**src/common/tss_consts.svh**
```systemverilog
`ifndef TSS_CONSTS_SVH
`define TSS_CONSTS_SVH

// ***********************************************************
// Register byte offsets
// ***********************************************************
`define TSS_OFF_CTRL   8'h00
`define TSS_OFF_STATUS 8'h04
`define TSS_OFF_X      8'h08
`define TSS_OFF_Y      8'h0C
`define TSS_OFF_Z1     8'h10
`define TSS_OFF_Z2     8'h14

// ***********************************************************
// Control field positions
// ***********************************************************
`define TSS_B_SRST     1
`define TSS_B_PSM      2
`define TSS_B_PENCFG   3
`define TSS_B_MODE     4
`define TSS_F_FUNC     8:5
`define TSS_F_MED      10:9
`define TSS_F_AVG      12:11
`define TSS_B_RES12    13
`define TSS_F_SETTLE   23:16
`define TSS_CTRL_RST   32'h0000_0000

// ***********************************************************
// Status field positions
// ***********************************************************
`define TSS_F_DAV      3:0
`define TSS_B_RSTFLAG  4
`define TSS_B_BUSY     5

// ***********************************************************
// Function codes and timing
// ***********************************************************
`define TSS_FUNC_XYZ   4'h0
`define TSS_FUNC_XY    4'h1
`define TSS_PCLK_NS    25
`define TSS_RST_ACC_NS 7500
`define TSS_RST_ACC_CYC ((`TSS_RST_ACC_NS + `TSS_PCLK_NS - 1) / `TSS_PCLK_NS)
`define TSS_POR_CYC    64
`define TSS_OH_XY_H    5
`define TSS_OH_XYZ_H   7
`define TSS_OH_SETTLE  10
`define TSS_CONVERSION_OVERHEAD    3
`define TSS_ADC_DIV    2

`endif

```
**src/common/tss_pkg.sv**
```systemverilog
package tss_pkg;

  typedef enum logic [2:0] {
    TSS_IDLE, TSS_START, TSS_SETTLE, TSS_CONV, TSS_FILT, TSS_NEXT, TSS_COMMIT
  } tss_state_t;

  typedef enum logic [1:0] {TSS_AX_Y, TSS_AX_X, TSS_AX_Z1, TSS_AX_Z2} tss_axis_t;

  typedef struct packed {
    logic y_en;
    logic x_en;
    logic z_en;
  } tss_drv_t;

  typedef struct packed {
    logic        pin_o;
    logic        pin_oe;
  } tss_pin_t;

endpackage : tss_pkg

```
**src/core/tss_reset_qual.sv**
```systemverilog
`timescale 1ns/1ps
`include "tss_consts.svh"

module tss_reset_qual (
  // Clock and reset
  input  wire logic pclk,
  input  wire logic presetn,
  // External reset pin
  input  wire logic reset_pin_n,
  // Qualified reset
  output logic      ext_rst
);

  logic [1:0] sync_r;
  logic       s3_r;
  logic       low_r;
  logic [9:0] cnt_r;

  always_ff @(posedge pclk or negedge presetn) begin
    if (!presetn) begin
      sync_r <= 2'b11;
      s3_r   <= 1'b1;
    end else begin
      sync_r <= {sync_r[0], reset_pin_n};
      s3_r   <= sync_r[1];
    end
  end

  // Two agreeing samples are needed to change level, so a short spike is lost.
  always_ff @(posedge pclk or negedge presetn) begin
    if (!presetn) begin
      low_r <= 1'b0;
    end else if (!sync_r[1] && !s3_r) begin
      low_r <= 1'b1;
    end else if (sync_r[1] && s3_r) begin
      low_r <= 1'b0;
    end
  end

  // Low time is counted on pclk; acceptance lies between 5 us and 10 us.
  always_ff @(posedge pclk or negedge presetn) begin
    if (!presetn) begin
      cnt_r <= 10'h000;
    end else if (!low_r) begin
      cnt_r <= 10'h000;
    end else if (cnt_r != 10'(`TSS_RST_ACC_CYC)) begin
      cnt_r <= cnt_r + 10'h001;
    end
  end

  always_ff @(posedge pclk or negedge presetn) begin
    if (!presetn) begin
      ext_rst <= 1'b0;
    end else begin
      ext_rst <= low_r && (cnt_r == 10'(`TSS_RST_ACC_CYC));
    end
  end

endmodule : tss_reset_qual

```
**src/core/tss_core.sv**
```systemverilog
`timescale 1ns/1ps
`include "tss_consts.svh"

module tss_core
  import tss_pkg::*;
(
  // APB slave
  input  wire logic        pclk,
  input  wire logic        presetn,
  input  wire logic [7:0]  paddr,
  input  wire logic        psel,
  input  wire logic        penable,
  input  wire logic        pwrite,
  input  wire logic [31:0] pwdata,
  output logic      [31:0] prdata,
  output logic             pready,
  output logic             pslverr,
  // Reset sources
  input  wire logic        supply_good,
  input  wire logic        reset_pin_n,
  // Panel side
  input  wire logic        osc_clk,
  input  wire logic        pen_touch,
  input  wire logic [11:0] adc_data,
  output tss_drv_t         drv,
  output logic             adc_power_on,
  output logic             adc_sample,
  output logic             scan_busy,
  // Interrupt pin, open drain
  output tss_pin_t         pen_irq_or_data_ready_pin
);

  // ***********************************************************
  // Helper functions
  // ***********************************************************
  function automatic logic [5:0] filt_delay(input logic [1:0] m, input logic [1:0] w,
                                            input logic res12);
    logic [5:0] d;
    d = 6'h02;
    unique case (m)
      2'b00: d = 6'h02;
      2'b01: d = res12 ? 6'd28 : 6'd24;
      2'b10: d = (w == 2'b00) ? (res12 ? 6'd28 : 6'd24) : (res12 ? 6'd31 : 6'd27);
      2'b11: begin
        if (w == 2'b00) d = res12 ? 6'd31 : 6'd29;
        else if (w == 2'b01) d = res12 ? 6'd34 : 6'd32;
        else d = res12 ? 6'd38 : 6'd36;
      end
    endcase
    return d;
  endfunction : filt_delay

  function automatic logic [4:0] samples(input logic [1:0] m, input logic [1:0] w);
    logic [4:0] n;
    n = 5'd1;
    unique case (m)
      2'b01:   n = 5'd3;
      2'b10:   n = 5'd7;
      2'b11:   n = 5'd15;
      default: n = (w == 2'b00) ? 5'd1 : 5'(5'd2 << w);
    endcase
    return n;
  endfunction : samples

  // ***********************************************************
  // Reset sources
  // ***********************************************************
  logic [1:0] pg_sync_r;
  logic [6:0] por_cnt_r;
  logic       ext_rst;
  logic       hard_rst;
  logic       soft_rst;
  logic       any_rst;
  logic [31:0] ctrl_r;

  always_ff @(posedge pclk or negedge presetn) begin
    if (!presetn) pg_sync_r <= 2'b00;
    else pg_sync_r <= {pg_sync_r[0], supply_good};
  end

  always_ff @(posedge pclk or negedge presetn) begin
    if (!presetn) begin
      por_cnt_r <= 7'h00;
    end else if (!pg_sync_r[1]) begin
      por_cnt_r <= 7'h00;
    end else if (por_cnt_r != 7'(`TSS_POR_CYC)) begin
      por_cnt_r <= por_cnt_r + 7'h01;
    end
  end

  tss_reset_qual u_rst_qual (
    .pclk        (pclk),
    .presetn     (presetn),
    .reset_pin_n (reset_pin_n),
    .ext_rst     (ext_rst)
  );

  assign hard_rst = (por_cnt_r != 7'(`TSS_POR_CYC)) || ext_rst;
  assign soft_rst = ctrl_r[`TSS_B_SRST];
  assign any_rst  = hard_rst || soft_rst;

  // ***********************************************************
  // Input synchronisers
  // ***********************************************************
  logic [2:0] osc_r;
  logic [1:0] pen_r;
  logic       pen;
  logic       pen_d_r;
  logic       half_tick;

  always_ff @(posedge pclk or negedge presetn) begin
    if (!presetn) begin
      osc_r   <= 3'h0;
      pen_r   <= 2'h0;
      pen_d_r <= 1'b0;
    end else begin
      osc_r   <= {osc_r[1:0], osc_clk};
      pen_r   <= {pen_r[0], pen_touch};
      pen_d_r <= pen_r[1];
    end
  end

  assign pen       = pen_r[1];
  assign half_tick = osc_r[2] ^ osc_r[1];

  // ***********************************************************
  // APB register access
  // ***********************************************************
  logic       wr_en;
  logic       rd_en;
  logic       mapped;
  logic       host_go;
  logic [3:0] rd_hit;
  logic [3:0] dav_r;
  logic       rst_flag_r;
  logic [11:0] res_r [4];
  logic       busy;

  assign pready  = 1'b1;
  assign mapped  = (paddr <= `TSS_OFF_Z2) && (paddr[1:0] == 2'b00);
  assign pslverr = psel && penable && !mapped;
  assign wr_en   = psel && penable && pwrite && mapped;
  assign rd_en   = psel && penable && !pwrite && mapped;

  always_comb begin
    rd_hit = 4'h0;
    for (int i = 0; i < 4; i++) begin
      if (rd_en && (paddr == 8'(`TSS_OFF_X + 4 * i))) rd_hit[i] = 1'b1;
    end
  end

  always_ff @(posedge pclk or negedge presetn) begin
    if (!presetn) begin
      ctrl_r <= `TSS_CTRL_RST;
    end else if (hard_rst) begin
      ctrl_r <= `TSS_CTRL_RST;
    end else if (wr_en && (paddr == `TSS_OFF_CTRL)) begin
      if (soft_rst) ctrl_r <= `TSS_CTRL_RST | (pwdata & 32'h0000_0002);
      else ctrl_r <= pwdata;
    end
  end

  // A scan code written while the pen is down starts a host-initiated scan.
  assign host_go = wr_en && (paddr == `TSS_OFF_CTRL) && !soft_rst && pen
                   && pwdata[`TSS_B_MODE] && !pwdata[`TSS_B_SRST]
                   && (pwdata[`TSS_F_FUNC] <= `TSS_FUNC_XY);

  always_ff @(posedge pclk or negedge presetn) begin
    if (!presetn) begin
      prdata <= 32'h0000_0000;
    end else if (psel && !penable && !pwrite) begin
      unique case (paddr)
        `TSS_OFF_CTRL:   prdata <= ctrl_r;
        `TSS_OFF_STATUS: prdata <= {26'h0, busy, rst_flag_r, dav_r};
        `TSS_OFF_X:      prdata <= {20'h0, res_r[0]};
        `TSS_OFF_Y:      prdata <= {20'h0, res_r[1]};
        `TSS_OFF_Z1:     prdata <= {20'h0, res_r[2]};
        `TSS_OFF_Z2:     prdata <= {20'h0, res_r[3]};
        default:         prdata <= 32'h0000_0000;
      endcase
    end
  end

  always_ff @(posedge pclk or negedge presetn) begin
    if (!presetn) begin
      rst_flag_r <= 1'b0;
    end else if (any_rst) begin
      rst_flag_r <= 1'b0;
    end else if (rd_en && (paddr == `TSS_OFF_STATUS)) begin
      rst_flag_r <= 1'b1;
    end
  end

  // ***********************************************************
  // Scan sequencer
  // ***********************************************************
  tss_state_t  st_r;
  tss_axis_t   ax_r;
  logic [9:0]  tmr_r;
  logic [4:0]  n_r;
  logic [15:0] acc_r;
  logic [11:0] pick_r;
  logic [11:0] stage_r [4];
  logic        xyz_r;
  logic        commit;
  logic        tmr_done;
  logic        dev_go;
  logic [4:0]  n_need;
  logic [3:0]  bits;

  assign n_need   = samples(ctrl_r[`TSS_F_MED], ctrl_r[`TSS_F_AVG]);
  assign bits     = ctrl_r[`TSS_B_RES12] ? 4'd12 : 4'd10;
  assign tmr_done = (tmr_r == 10'h000);
  assign busy     = (st_r != TSS_IDLE);
  assign commit   = (st_r == TSS_COMMIT);
  assign dev_go   = pen && !pen_d_r && ctrl_r[`TSS_B_PSM] && !ctrl_r[`TSS_B_MODE]
                    && (ctrl_r[`TSS_F_FUNC] <= `TSS_FUNC_XY);

  always_ff @(posedge pclk or negedge presetn) begin
    if (!presetn) begin
      st_r  <= TSS_IDLE;
      ax_r  <= TSS_AX_Y;
      xyz_r <= 1'b0;
    end else if (any_rst) begin
      st_r  <= TSS_IDLE;
      ax_r  <= TSS_AX_Y;
      xyz_r <= 1'b0;
    end else if (busy && !commit && !pen) begin
      st_r <= TSS_IDLE;
    end else begin
      unique case (st_r)
        TSS_IDLE: begin
          if (dev_go || host_go) begin
            st_r  <= TSS_START;
            ax_r  <= TSS_AX_Y;
            xyz_r <= host_go ? (pwdata[`TSS_F_FUNC] == `TSS_FUNC_XYZ)
                             : (ctrl_r[`TSS_F_FUNC] == `TSS_FUNC_XYZ);
          end
        end
        TSS_START:  if (tmr_done) st_r <= TSS_SETTLE;
        TSS_SETTLE: if (tmr_done) st_r <= TSS_CONV;
        TSS_CONV:   if (tmr_done && (n_r == n_need)) st_r <= TSS_FILT;
        TSS_FILT:   if (tmr_done) st_r <= TSS_NEXT;
        TSS_NEXT: begin
          if (ax_r == TSS_AX_Y) begin
            ax_r <= TSS_AX_X;
            st_r <= TSS_SETTLE;
          end else if ((ax_r == TSS_AX_X) && xyz_r) begin
            ax_r <= TSS_AX_Z1;
            st_r <= TSS_SETTLE;
          end else if (ax_r == TSS_AX_Z1) begin
            ax_r <= TSS_AX_Z2;
            st_r <= TSS_CONV;
          end else begin
            st_r <= TSS_COMMIT;
          end
        end
        TSS_COMMIT: st_r <= TSS_IDLE;
      endcase
    end
  end

  // Start overhead is loaded in the cycle the scan is accepted.
  logic       go_xyz;
  logic [9:0] oh_load;
  assign go_xyz  = host_go ? (pwdata[`TSS_F_FUNC] == `TSS_FUNC_XYZ)
                           : (ctrl_r[`TSS_F_FUNC] == `TSS_FUNC_XYZ);
  assign oh_load = go_xyz ? 10'(`TSS_OH_XYZ_H) : 10'(`TSS_OH_XY_H);

  // Timer counts half cycles of the internal oscillator, so 2.5 cycles is exact.
  always_ff @(posedge pclk or negedge presetn) begin
    if (!presetn) begin
      tmr_r <= 10'h000;
    end else if (any_rst || !pen) begin
      tmr_r <= 10'h000;
    end else if (st_r == TSS_IDLE) begin
      tmr_r <= (dev_go || host_go) ? oh_load : 10'h000;
    end else if (!tmr_done) begin
      if (half_tick) tmr_r <= tmr_r - 10'h001;
    end else begin
      unique case (st_r)
        TSS_START: tmr_r <= 10'(2 * ({2'b00, ctrl_r[`TSS_F_SETTLE]} + `TSS_OH_SETTLE));
        TSS_SETTLE, TSS_CONV: begin
          if (st_r == TSS_CONV && n_r == n_need) begin
            tmr_r <= 10'(2 * filt_delay(ctrl_r[`TSS_F_MED], ctrl_r[`TSS_F_AVG],
                                        ctrl_r[`TSS_B_RES12]));
          end else if (st_r == TSS_CONV && (n_r + 5'h01) == n_need) begin
            tmr_r <= 10'h000;
          end else begin
            tmr_r <= 10'(2 * ((bits + 4'd2) * `TSS_ADC_DIV + `TSS_CONVERSION_OVERHEAD));
          end
        end
        TSS_NEXT: begin
          if (ax_r == TSS_AX_Z1) tmr_r <= 10'(2 * ((bits + 4'd2) * `TSS_ADC_DIV + `TSS_CONVERSION_OVERHEAD));
          else tmr_r <= 10'(2 * ({2'b00, ctrl_r[`TSS_F_SETTLE]} + `TSS_OH_SETTLE));
        end
        default: tmr_r <= 10'h000;
      endcase
    end
  end

  // Converter data is valid the cycle after the strobe, so it is taken one cycle late.
  logic adc_sample_r;
  logic adc_take_r;
  always_ff @(posedge pclk or negedge presetn) begin
    if (!presetn) adc_take_r <= 1'b0;
    else adc_take_r <= adc_sample_r;
  end

  // Sample accumulation; median settings keep the centre sample in time.
  always_ff @(posedge pclk or negedge presetn) begin
    if (!presetn) begin
      n_r    <= 5'h00;
      acc_r  <= 16'h0000;
      pick_r <= 12'h000;
    end else if (st_r == TSS_SETTLE || st_r == TSS_NEXT || !busy) begin
      n_r   <= 5'h00;
      acc_r <= 16'h0000;
    end else begin
      if (st_r == TSS_CONV && tmr_done && n_r != n_need && adc_sample_r) n_r <= n_r + 5'h01;
      if (adc_take_r) begin
        acc_r <= acc_r + {4'h0, adc_data};
        if (n_r == (n_need >> 1) + 5'h01) pick_r <= adc_data;
      end
    end
  end

  always_ff @(posedge pclk or negedge presetn) begin
    if (!presetn) adc_sample_r <= 1'b0;
    else adc_sample_r <= (st_r == TSS_CONV) && (tmr_r == 10'h001) && half_tick;
  end
  assign adc_sample = adc_sample_r;

  // Staging registers hold each filtered axis until the set is complete.
  always_ff @(posedge pclk or negedge presetn) begin
    if (!presetn) begin
      for (int i = 0; i < 4; i++) stage_r[i] <= 12'h000;
    end else if (any_rst) begin
      for (int i = 0; i < 4; i++) stage_r[i] <= 12'h000;
    end else if (st_r == TSS_FILT && tmr_done) begin
      if (ctrl_r[`TSS_F_MED] != 2'b00) stage_r[ax_r] <= pick_r;
      else stage_r[ax_r] <= 12'(acc_r >> ctrl_r[`TSS_F_AVG] >> (ctrl_r[`TSS_F_AVG] != 0));
    end
  end

  always_ff @(posedge pclk or negedge presetn) begin
    if (!presetn) begin
      for (int i = 0; i < 4; i++) res_r[i] <= 12'h000;
    end else if (any_rst) begin
      for (int i = 0; i < 4; i++) res_r[i] <= 12'h000;
    end else if (commit) begin
      res_r[0] <= stage_r[TSS_AX_X];
      res_r[1] <= stage_r[TSS_AX_Y];
      if (xyz_r) begin
        res_r[2] <= stage_r[TSS_AX_Z1];
        res_r[3] <= stage_r[TSS_AX_Z2];
      end
    end
  end

  // Data-available bits: a commit in the same cycle as a read keeps the bit set.
  always_ff @(posedge pclk or negedge presetn) begin
    if (!presetn) begin
      dav_r <= 4'h0;
    end else if (any_rst) begin
      dav_r <= 4'h0;
    end else begin
      dav_r <= (dav_r & ~rd_hit) | (commit ? {xyz_r, xyz_r, 2'b11} : 4'h0);
    end
  end

  // ***********************************************************
  // Panel drivers and interrupt pin
  // ***********************************************************
  always_ff @(posedge pclk or negedge presetn) begin
    if (!presetn) begin
      drv          <= '0;
      adc_power_on <= 1'b0;
      scan_busy    <= 1'b0;
      pen_irq_or_data_ready_pin <= '0;
    end else begin
      drv.y_en     <= busy && pen && !any_rst && (ax_r == TSS_AX_Y) && !commit;
      drv.x_en     <= busy && pen && !any_rst && (ax_r == TSS_AX_X) && !commit;
      drv.z_en     <= busy && pen && !any_rst && ax_r[1] && !commit;
      adc_power_on <= pen && !any_rst && (st_r == TSS_CONV || st_r == TSS_FILT);
      scan_busy    <= busy && !any_rst;
      pen_irq_or_data_ready_pin.pin_o  <= 1'b0;
      pen_irq_or_data_ready_pin.pin_oe <= !any_rst && (ctrl_r[`TSS_B_PENCFG] ?
                                          pen : (dav_r != 4'h0));
    end
  end

endmodule : tss_core

```
**config.mk**
```make
export PLATFORM = sky130hd
export DESIGN_NAME = tss_core
export DESIGN_NICKNAME = d
export VERILOG_FILES = /design/src/common/tss_pkg.sv /design/src/core/tss_reset_qual.sv /design/src/core/tss_core.sv
export VERILOG_INCLUDE_DIRS = /design/src /design/src/common
export SDC_FILE = /design/constraint.sdc
export NUM_CORES = 1
export LEC_CHECK = 0
export ABC_CLOCK_PERIOD_IN_PS = 2770
export BUFFER_PORTS_ARGS = -buffer_cell sky130_fd_sc_hd__buf_2
export CAP_MARGIN = 5
export CELL_PAD_IN_SITES_DETAIL_PLACEMENT = 0
export CELL_PAD_IN_SITES_GLOBAL_PLACEMENT = 1
export CORE_ASPECT_RATIO = 1.5
export CORE_MARGIN = 5
export CORE_UTILIZATION = 30
export DETAILED_ROUTE_END_ITERATION = 16
export MAX_ROUTING_LAYER = met4
export PLACE_DENSITY = 0.55
export SYNTH_ARGS = -nofsm -noshare
export SYNTH_HDL_FRONTEND = slang
export SYNTH_SLANG_ARGS = --single-unit
```
**constraint.sdc**
```tcl
create_clock -name pclk -period 2.77 [get_ports pclk]
set_input_delay 0.277 -clock pclk [delete_from_list [all_inputs] [get_ports pclk]]
set_output_delay 0.277 -clock pclk [all_outputs]
set_load 0.01 [all_outputs]
```
Yosys cells after proc, flatten, opt, wreduce, memory -nomap -nowiden:

Index checks and enable logic that the tools add are counted.

* register bits after elaboration: 252
* bits of input ports: 61
* word-level logic and storage cells: 276

* $add $sub $neg: 9
* magnitude comparators: 5
* equality and inequality tests: 35
* shift operators: 3
* multiplexer cells: 78
* bitwise logic cells: 6
* reduce and logical (&&, ||, !) cells: 103

Operators by type and width (number)
* 48-bit 2-to-1 mux: 5
* 32-bit case mux with 6 select lines: 1
* 48-bit bitwise mux: 2
* 32-bit 2-to-1 mux: 3
* 10-bit 2-to-1 mux: 7
* 1-bit logical AND: 52
* 3-bit 2-to-1 mux: 16
* 16-bit 2-to-1 mux: 2
* 10-bit case mux with 3 select lines: 1
* 12-bit demux with 2-bit select: 1
* 24-bit 2-to-1 mux: 1
* 6-bit case mux with 4 select lines: 1
* 2-bit nonzero test: 12
* 3-bit case mux with 7 select lines: 1
* 2-bit 2-to-1 mux: 10
* 4-bit != test (second input constant): 5
* 16-bit by 12-bit adder with 16-bit output: 1
* 8-bit by 4-bit equality test with 1-bit output (second input constant): 2
* 8-bit by 5-bit equality test with 1-bit output (second input constant): 2
* 8-bit 2-to-1 mux: 2
* 16-bit by 1-bit right shift with 12-bit output: 1
* 16-bit by 2-bit right shift with 16-bit output: 1
* 5-bit equality test: 3
* 5-bit 2-to-1 mux: 3
* 55 further kinds: 104

Logic depth before layout (Yosys ltp):

* depth in word-level cells: 14
* depth in mapped cells: 11
* mapped depth without buffers: 9

By module:

Synthesis repeated with hierarchy kept, for this count alone.

* cells, all modules: 1327
* area, all modules: 12662.1 µm²

By module, submodules not included
* tss_core: instances 1, cells an instance 1258, area each 11908.9 µm²
* tss_reset_qual: instances 1, cells an instance 69, area each 753.2 µm²

Least setup slack after synthesis:

OpenSTA, ideal clock, no wires.

* path kind: reg-to-reg
* start: reg ctrl_r[9]
* end: reg pick_r[10]
* library setup time: 0.125 ns
* arrival: 2.826 ns
* data required time: 2.645 ns
* path slack: -0.180 ns
* cell stages (with the launch flop): 12
* clock period less this slack: 2.950 ns
* path through: dfrtp_1 > buf_2 > clkbuf_1 > nor2_1 > inv_1 > clkbuf_1 > ha_1 > xnor2_1 > nand4b_1 > nor4_2 > buf_2 > mux2_2

* longest elaborated chain between the ends: 5
* elaborated cells between the ends (all ways): 7

Ends and longest elaborated chain
* from (decl): line tss_core.sv:74 `logic [31:0] ctrl_r;`
* from (signal assigned): line tss_core.sv:154 `` ctrl_r <= `TSS_CTRL_RST; ``
* from (signal assigned): line tss_core.sv:156 `` ctrl_r <= `TSS_CTRL_RST; ``
* from (signal assigned): line tss_core.sv:158 `` if (soft_rst) ctrl_r <= `TSS_CTRL_RST | (pwdata & 32'h0000_0002); ``
* 2-bit equality test / 2-bit by 1-bit equality test with 1-bit output (equally long branches): line tss_core.sv:56 `unique case (m)`
* 5-bit case mux with 3 select lines (*): line tss_core.sv:56
* 4-bit by 1-bit adder with 5-bit output (*): line tss_core.sv:323 `if (n_r == (n_need >> 1) + 5'h01) pick_r <= adc_data;`
* 5-bit equality test (*): line tss_core.sv:323
* 3-bit AND reduction (no line) (*)
* to (signal assigned): line tss_core.sv:323
* to (decl): line tss_core.sv:202 `logic [11:0] pick_r;`

Every way passes the cells marked *; elsewhere a longest branch is shown, timed or not.
A chain may end at the register's enable or synchronous reset.

Worst setup path in the final report:

* start: reg tmr_r[1]
* end: reg st_r[2]

* longest elaborated chain between the ends: 4
* elaborated cells between the ends (all ways): 7

Ends and longest elaborated chain
* from (decl): line tss_core.sv:199 `logic [9:0] tmr_r;`
* from (signal assigned): line tss_core.sv:277 `tmr_r <= (dev_go || host_go) ? oh_load : 10'h000;`
* from (signal assigned): line tss_core.sv:279 `if (half_tick) tmr_r <= tmr_r - 10'h001;`
* from (signal assigned): line tss_core.sv:282 `` TSS_START: tmr_r <= 10'(2 * ({2'b00, ctrl_r[`TSS_F_SETTLE]} + `TSS_OH_SETTLE)); ``
* 10-bit zero test (*): line tss_core.sv:213 `assign tmr_done = (tmr_r == 10'h000);`
* 1-bit logical AND: line tss_core.sv:242 `TSS_CONV: if (tmr_done && (n_r == n_need)) st_r <= TSS_FILT;`
* 4-bit != test (no line)
* 5-bit AND reduction (no line) (*)
* to (signal assigned): line tss_core.sv:241 `TSS_SETTLE: if (tmr_done) st_r <= TSS_CONV;`
* to (signal assigned): line tss_core.sv:242
* to (signal assigned): line tss_core.sv:243 `TSS_FILT: if (tmr_done) st_r <= TSS_NEXT;`
* to (decl): line tss_core.sv:197 `tss_state_t st_r;`

Marked as above.

==> metrics.txt <==
Max clock buf depth=3; clock skew=8.51 ps; Hold Vio Cnt, Final=0; DR iter-0 viols=539; Slowest-stage cell, CP=or3b_2; measured slew at the worst slew-check pin=between 700 and 800 ps; Register Area=between 0.006 and 0.007 mm2; sequential element share of the synthesized area=50.6%; Post-Place Worst Slack=135 ps; max_slew headroom=51.1%; leakage power=6.77 nW; worst min path class=in -> reg; crit path kind=reg -> reg; CTS tree=built; Vias=10100; final antenna-violating net count=0; Final nets=between 1500 and 2000; RSZ-0062 raised after global routing=no; number of global-route vias before repair=10500; Worst EP required=approximately 3200 ps; Distinct cells, synth=76; Synth Flop Type=dfrtp_1; Vias/cell=4.89; Final Critical Period=between 2000 and 3000 ps; post-CTS setup buffer count=0; DRC violations left=0; initial core utilization=a little over 30%; footprint of the multi-input gates=0.00578 mm2; fin crit share=92.4%; post-route worst setup slack=211 ps; Crit. End Element=flip-flop; critical path's top delay family=simple AND/OR/NAND/NOR gates; filler cell count=4245; GRT Total Usage=16.6%; synth warn=0; Clock Sinks=252; crit-path cells=inv_1, ha_1, or3b_2, nor4_2, buf_4, nor2_1, a31oi_1, o221ai_1, o21a_1, nor3_1; # rows=91; first-pass detailed-route iteration total=5; largest net degree at the start of global routing=73; Worst Path Buf+Inv=2; Avg Inst Size Synth=9.45 um2; Arrival @ worst endpoint=between 3000 and 4000 ps; Post-synth EDFFs=0; post-DP HPWL=27000 um; Synth async-reset ratio=100%; CP startpoint kind=flip-flop; share of layout cells above drive strength 1=17.8%; Root Driver=clkbuf_16; Slew Limit Fails=0; setup TNS=0 ps; setup violators final=0; FMAX=0.391 GHz; width of the die=~180 um; first-pass GRT wire length=59800 um; clock transition at the registers of the reported paths=60 ps; total congestion overflow=0; TritonCTS Buffers=28; Worst-Skew Late Latency=550 ps; register bit total from synthesis=252; Die Ht=260 um; I/O Buffers=100; CTS H-Tree Depth=1; commonest non-fill, non-tap cell in the layout=nand2_1; Critical Path Fanout Max=15; initial antenna violation count=2; Crit path largest cell delay=500 ps; core area=0.0411 mm2; DR WL/cell=18.2 um; syn_nets=1404; gpl congestion=a little over 0.8; most frequent cells in the layout=nand2_1 (266), dfrtp_1 (249), nor2_1 (101); P per Cell Area=516 mW/mm2; die area=0.0459 mm2; Max-Cap Viols=0; Max VDD drop=0.458 mV; WL final=37500 um; I/O pin total=around 100; post-synthesis cell area=0.0125 mm2; Post-Synthesis Cells=1320; status=finished, final reports clean; synthesis-to-finish area growth=23.0%
[power by group]
group	switching, mW	internal (mW)
combinational	0.204	0.140
sequential	0.0232	3.71
clock	1.55	2.30
[worst register-to-register path, delay by kind of cell (launching register included)]
kind / cells / cell delay, ps
compound gates: 3 / 610
fa+ha+maj: 1 / 180
buf+inv: 2 / 370
simple gates: 4 / 910
flops: 1 / 410
[worst paths after layout]
kind | from | endpoint | slack (ps) | depth (start not counted)
worst max-delay path | tmr_r[1] | st_r[2] | 210 | 10
worst min-delay path | adc_data[4] | pick_r[4] | 40 | 2
worst max register to register | tmr_r[1] | st_r[2] | 210 | 10
worst min register to register | pen_r[0] | pen_r[1] | 350 | 0
max in group asynchronous | presetn | u_rst_qual.sync_r[1] | 1610 | 3
min in group asynchronous | presetn | acc_r[5] | 300 | 2
[sequential cells by signal (all words and copies together) (netlist names), 2 cells and up]
register / count
pick_r: 12
acc_r: 16
u_rst_qual.cnt_r: 10
tmr_r: 10
stage_r: 48
u_rst_qual.sync_r: 2
por_cnt_r: 7
ax_r: 2
dav_r: 4
osc_r: 3
ctrl_r: 32
drv: 3
st_r: 3
n_r: 5
pg_sync_r: 2
res_r: 48
pen_r: 2
prdata: 32
[synth_stat cells, drive strengths merged, types with 14 or more instances]
cell type,number,area (um2)
a31oi,18,113
nand2,266,998
dfrtp,249,6230
mux2i,26,260
xnor2,28,253
inv,21,78.8
or3,18,113
a21oi,93,465
xor2,14,123
a22o,31,272
buf,30,155
nor2,106,405
o21ai,68,344
ha,22,275
nor3,34,181
and3,14,87.6
clkbuf,50,188
nand3,63,320
[timing repair]
action | 4_1_cts | 5_1_grt
endpoints found under the setup margin | 0 | 18
resized for setup | 0 | 3
endpoints found under the hold margin | 113 | 0
hold buffers | 46 | 0
[kinds of logic (layout without fill, tap and decap cells)]
| logic type | after synthesis | in the layout | synth area share [%] |
|---|---|---|---|
| compound gates | 278 | 278 | 14.1 |
| xor+xnor | 42 | 42 | 3.01 |
| fa+ha+maj | 23 | 23 | 2.37 |
| buf+inv | 102 | 284 | 3.41 |
| flops | 252 | 252 | 50.6 |
| mux | 51 | 51 | 5.43 |
| other cells | 2 | 3 | 0.0602 |
| simple gates | 570 | 570 | 21.1 |
[cell type report]
type	count	share of cell area, %
diodes	1	0.0163
clock buffers	39	5.23
clock inverters	11	0.929
inverters	22	0.538
multi-input cells	966	37.7
flip-flops and latches	252	41.1
well taps	558	4.55
repair buffers	212	9.96
[stage by stage]
stage	cells	area [um2]	utilization (%)	power [mW]	hold WS, ps
floorplan	1320	12500	-	3.90	-18.6
CTS	2060	15300	37.3	8.08	6.24
detailed placement	1964	13900	33.9	4.11	316
global placement	1964	13900	33.9	4.11	313
finish	2061	15300	37.3	7.92	40.6
global route	2061	15300	37.3	8.25	26.0
[metal layers]
| layer | track usage (%) | routed length [um] |
|---|---|---|
| met1 | 20.9 | 16500 |
| met2 | 28.3 | 18900 |
| met3 | 2.02 | 1250 |
| met4 | 4.90 | 902 |
| met5 | - | 0 |
(Power assumes the default switching activity.)
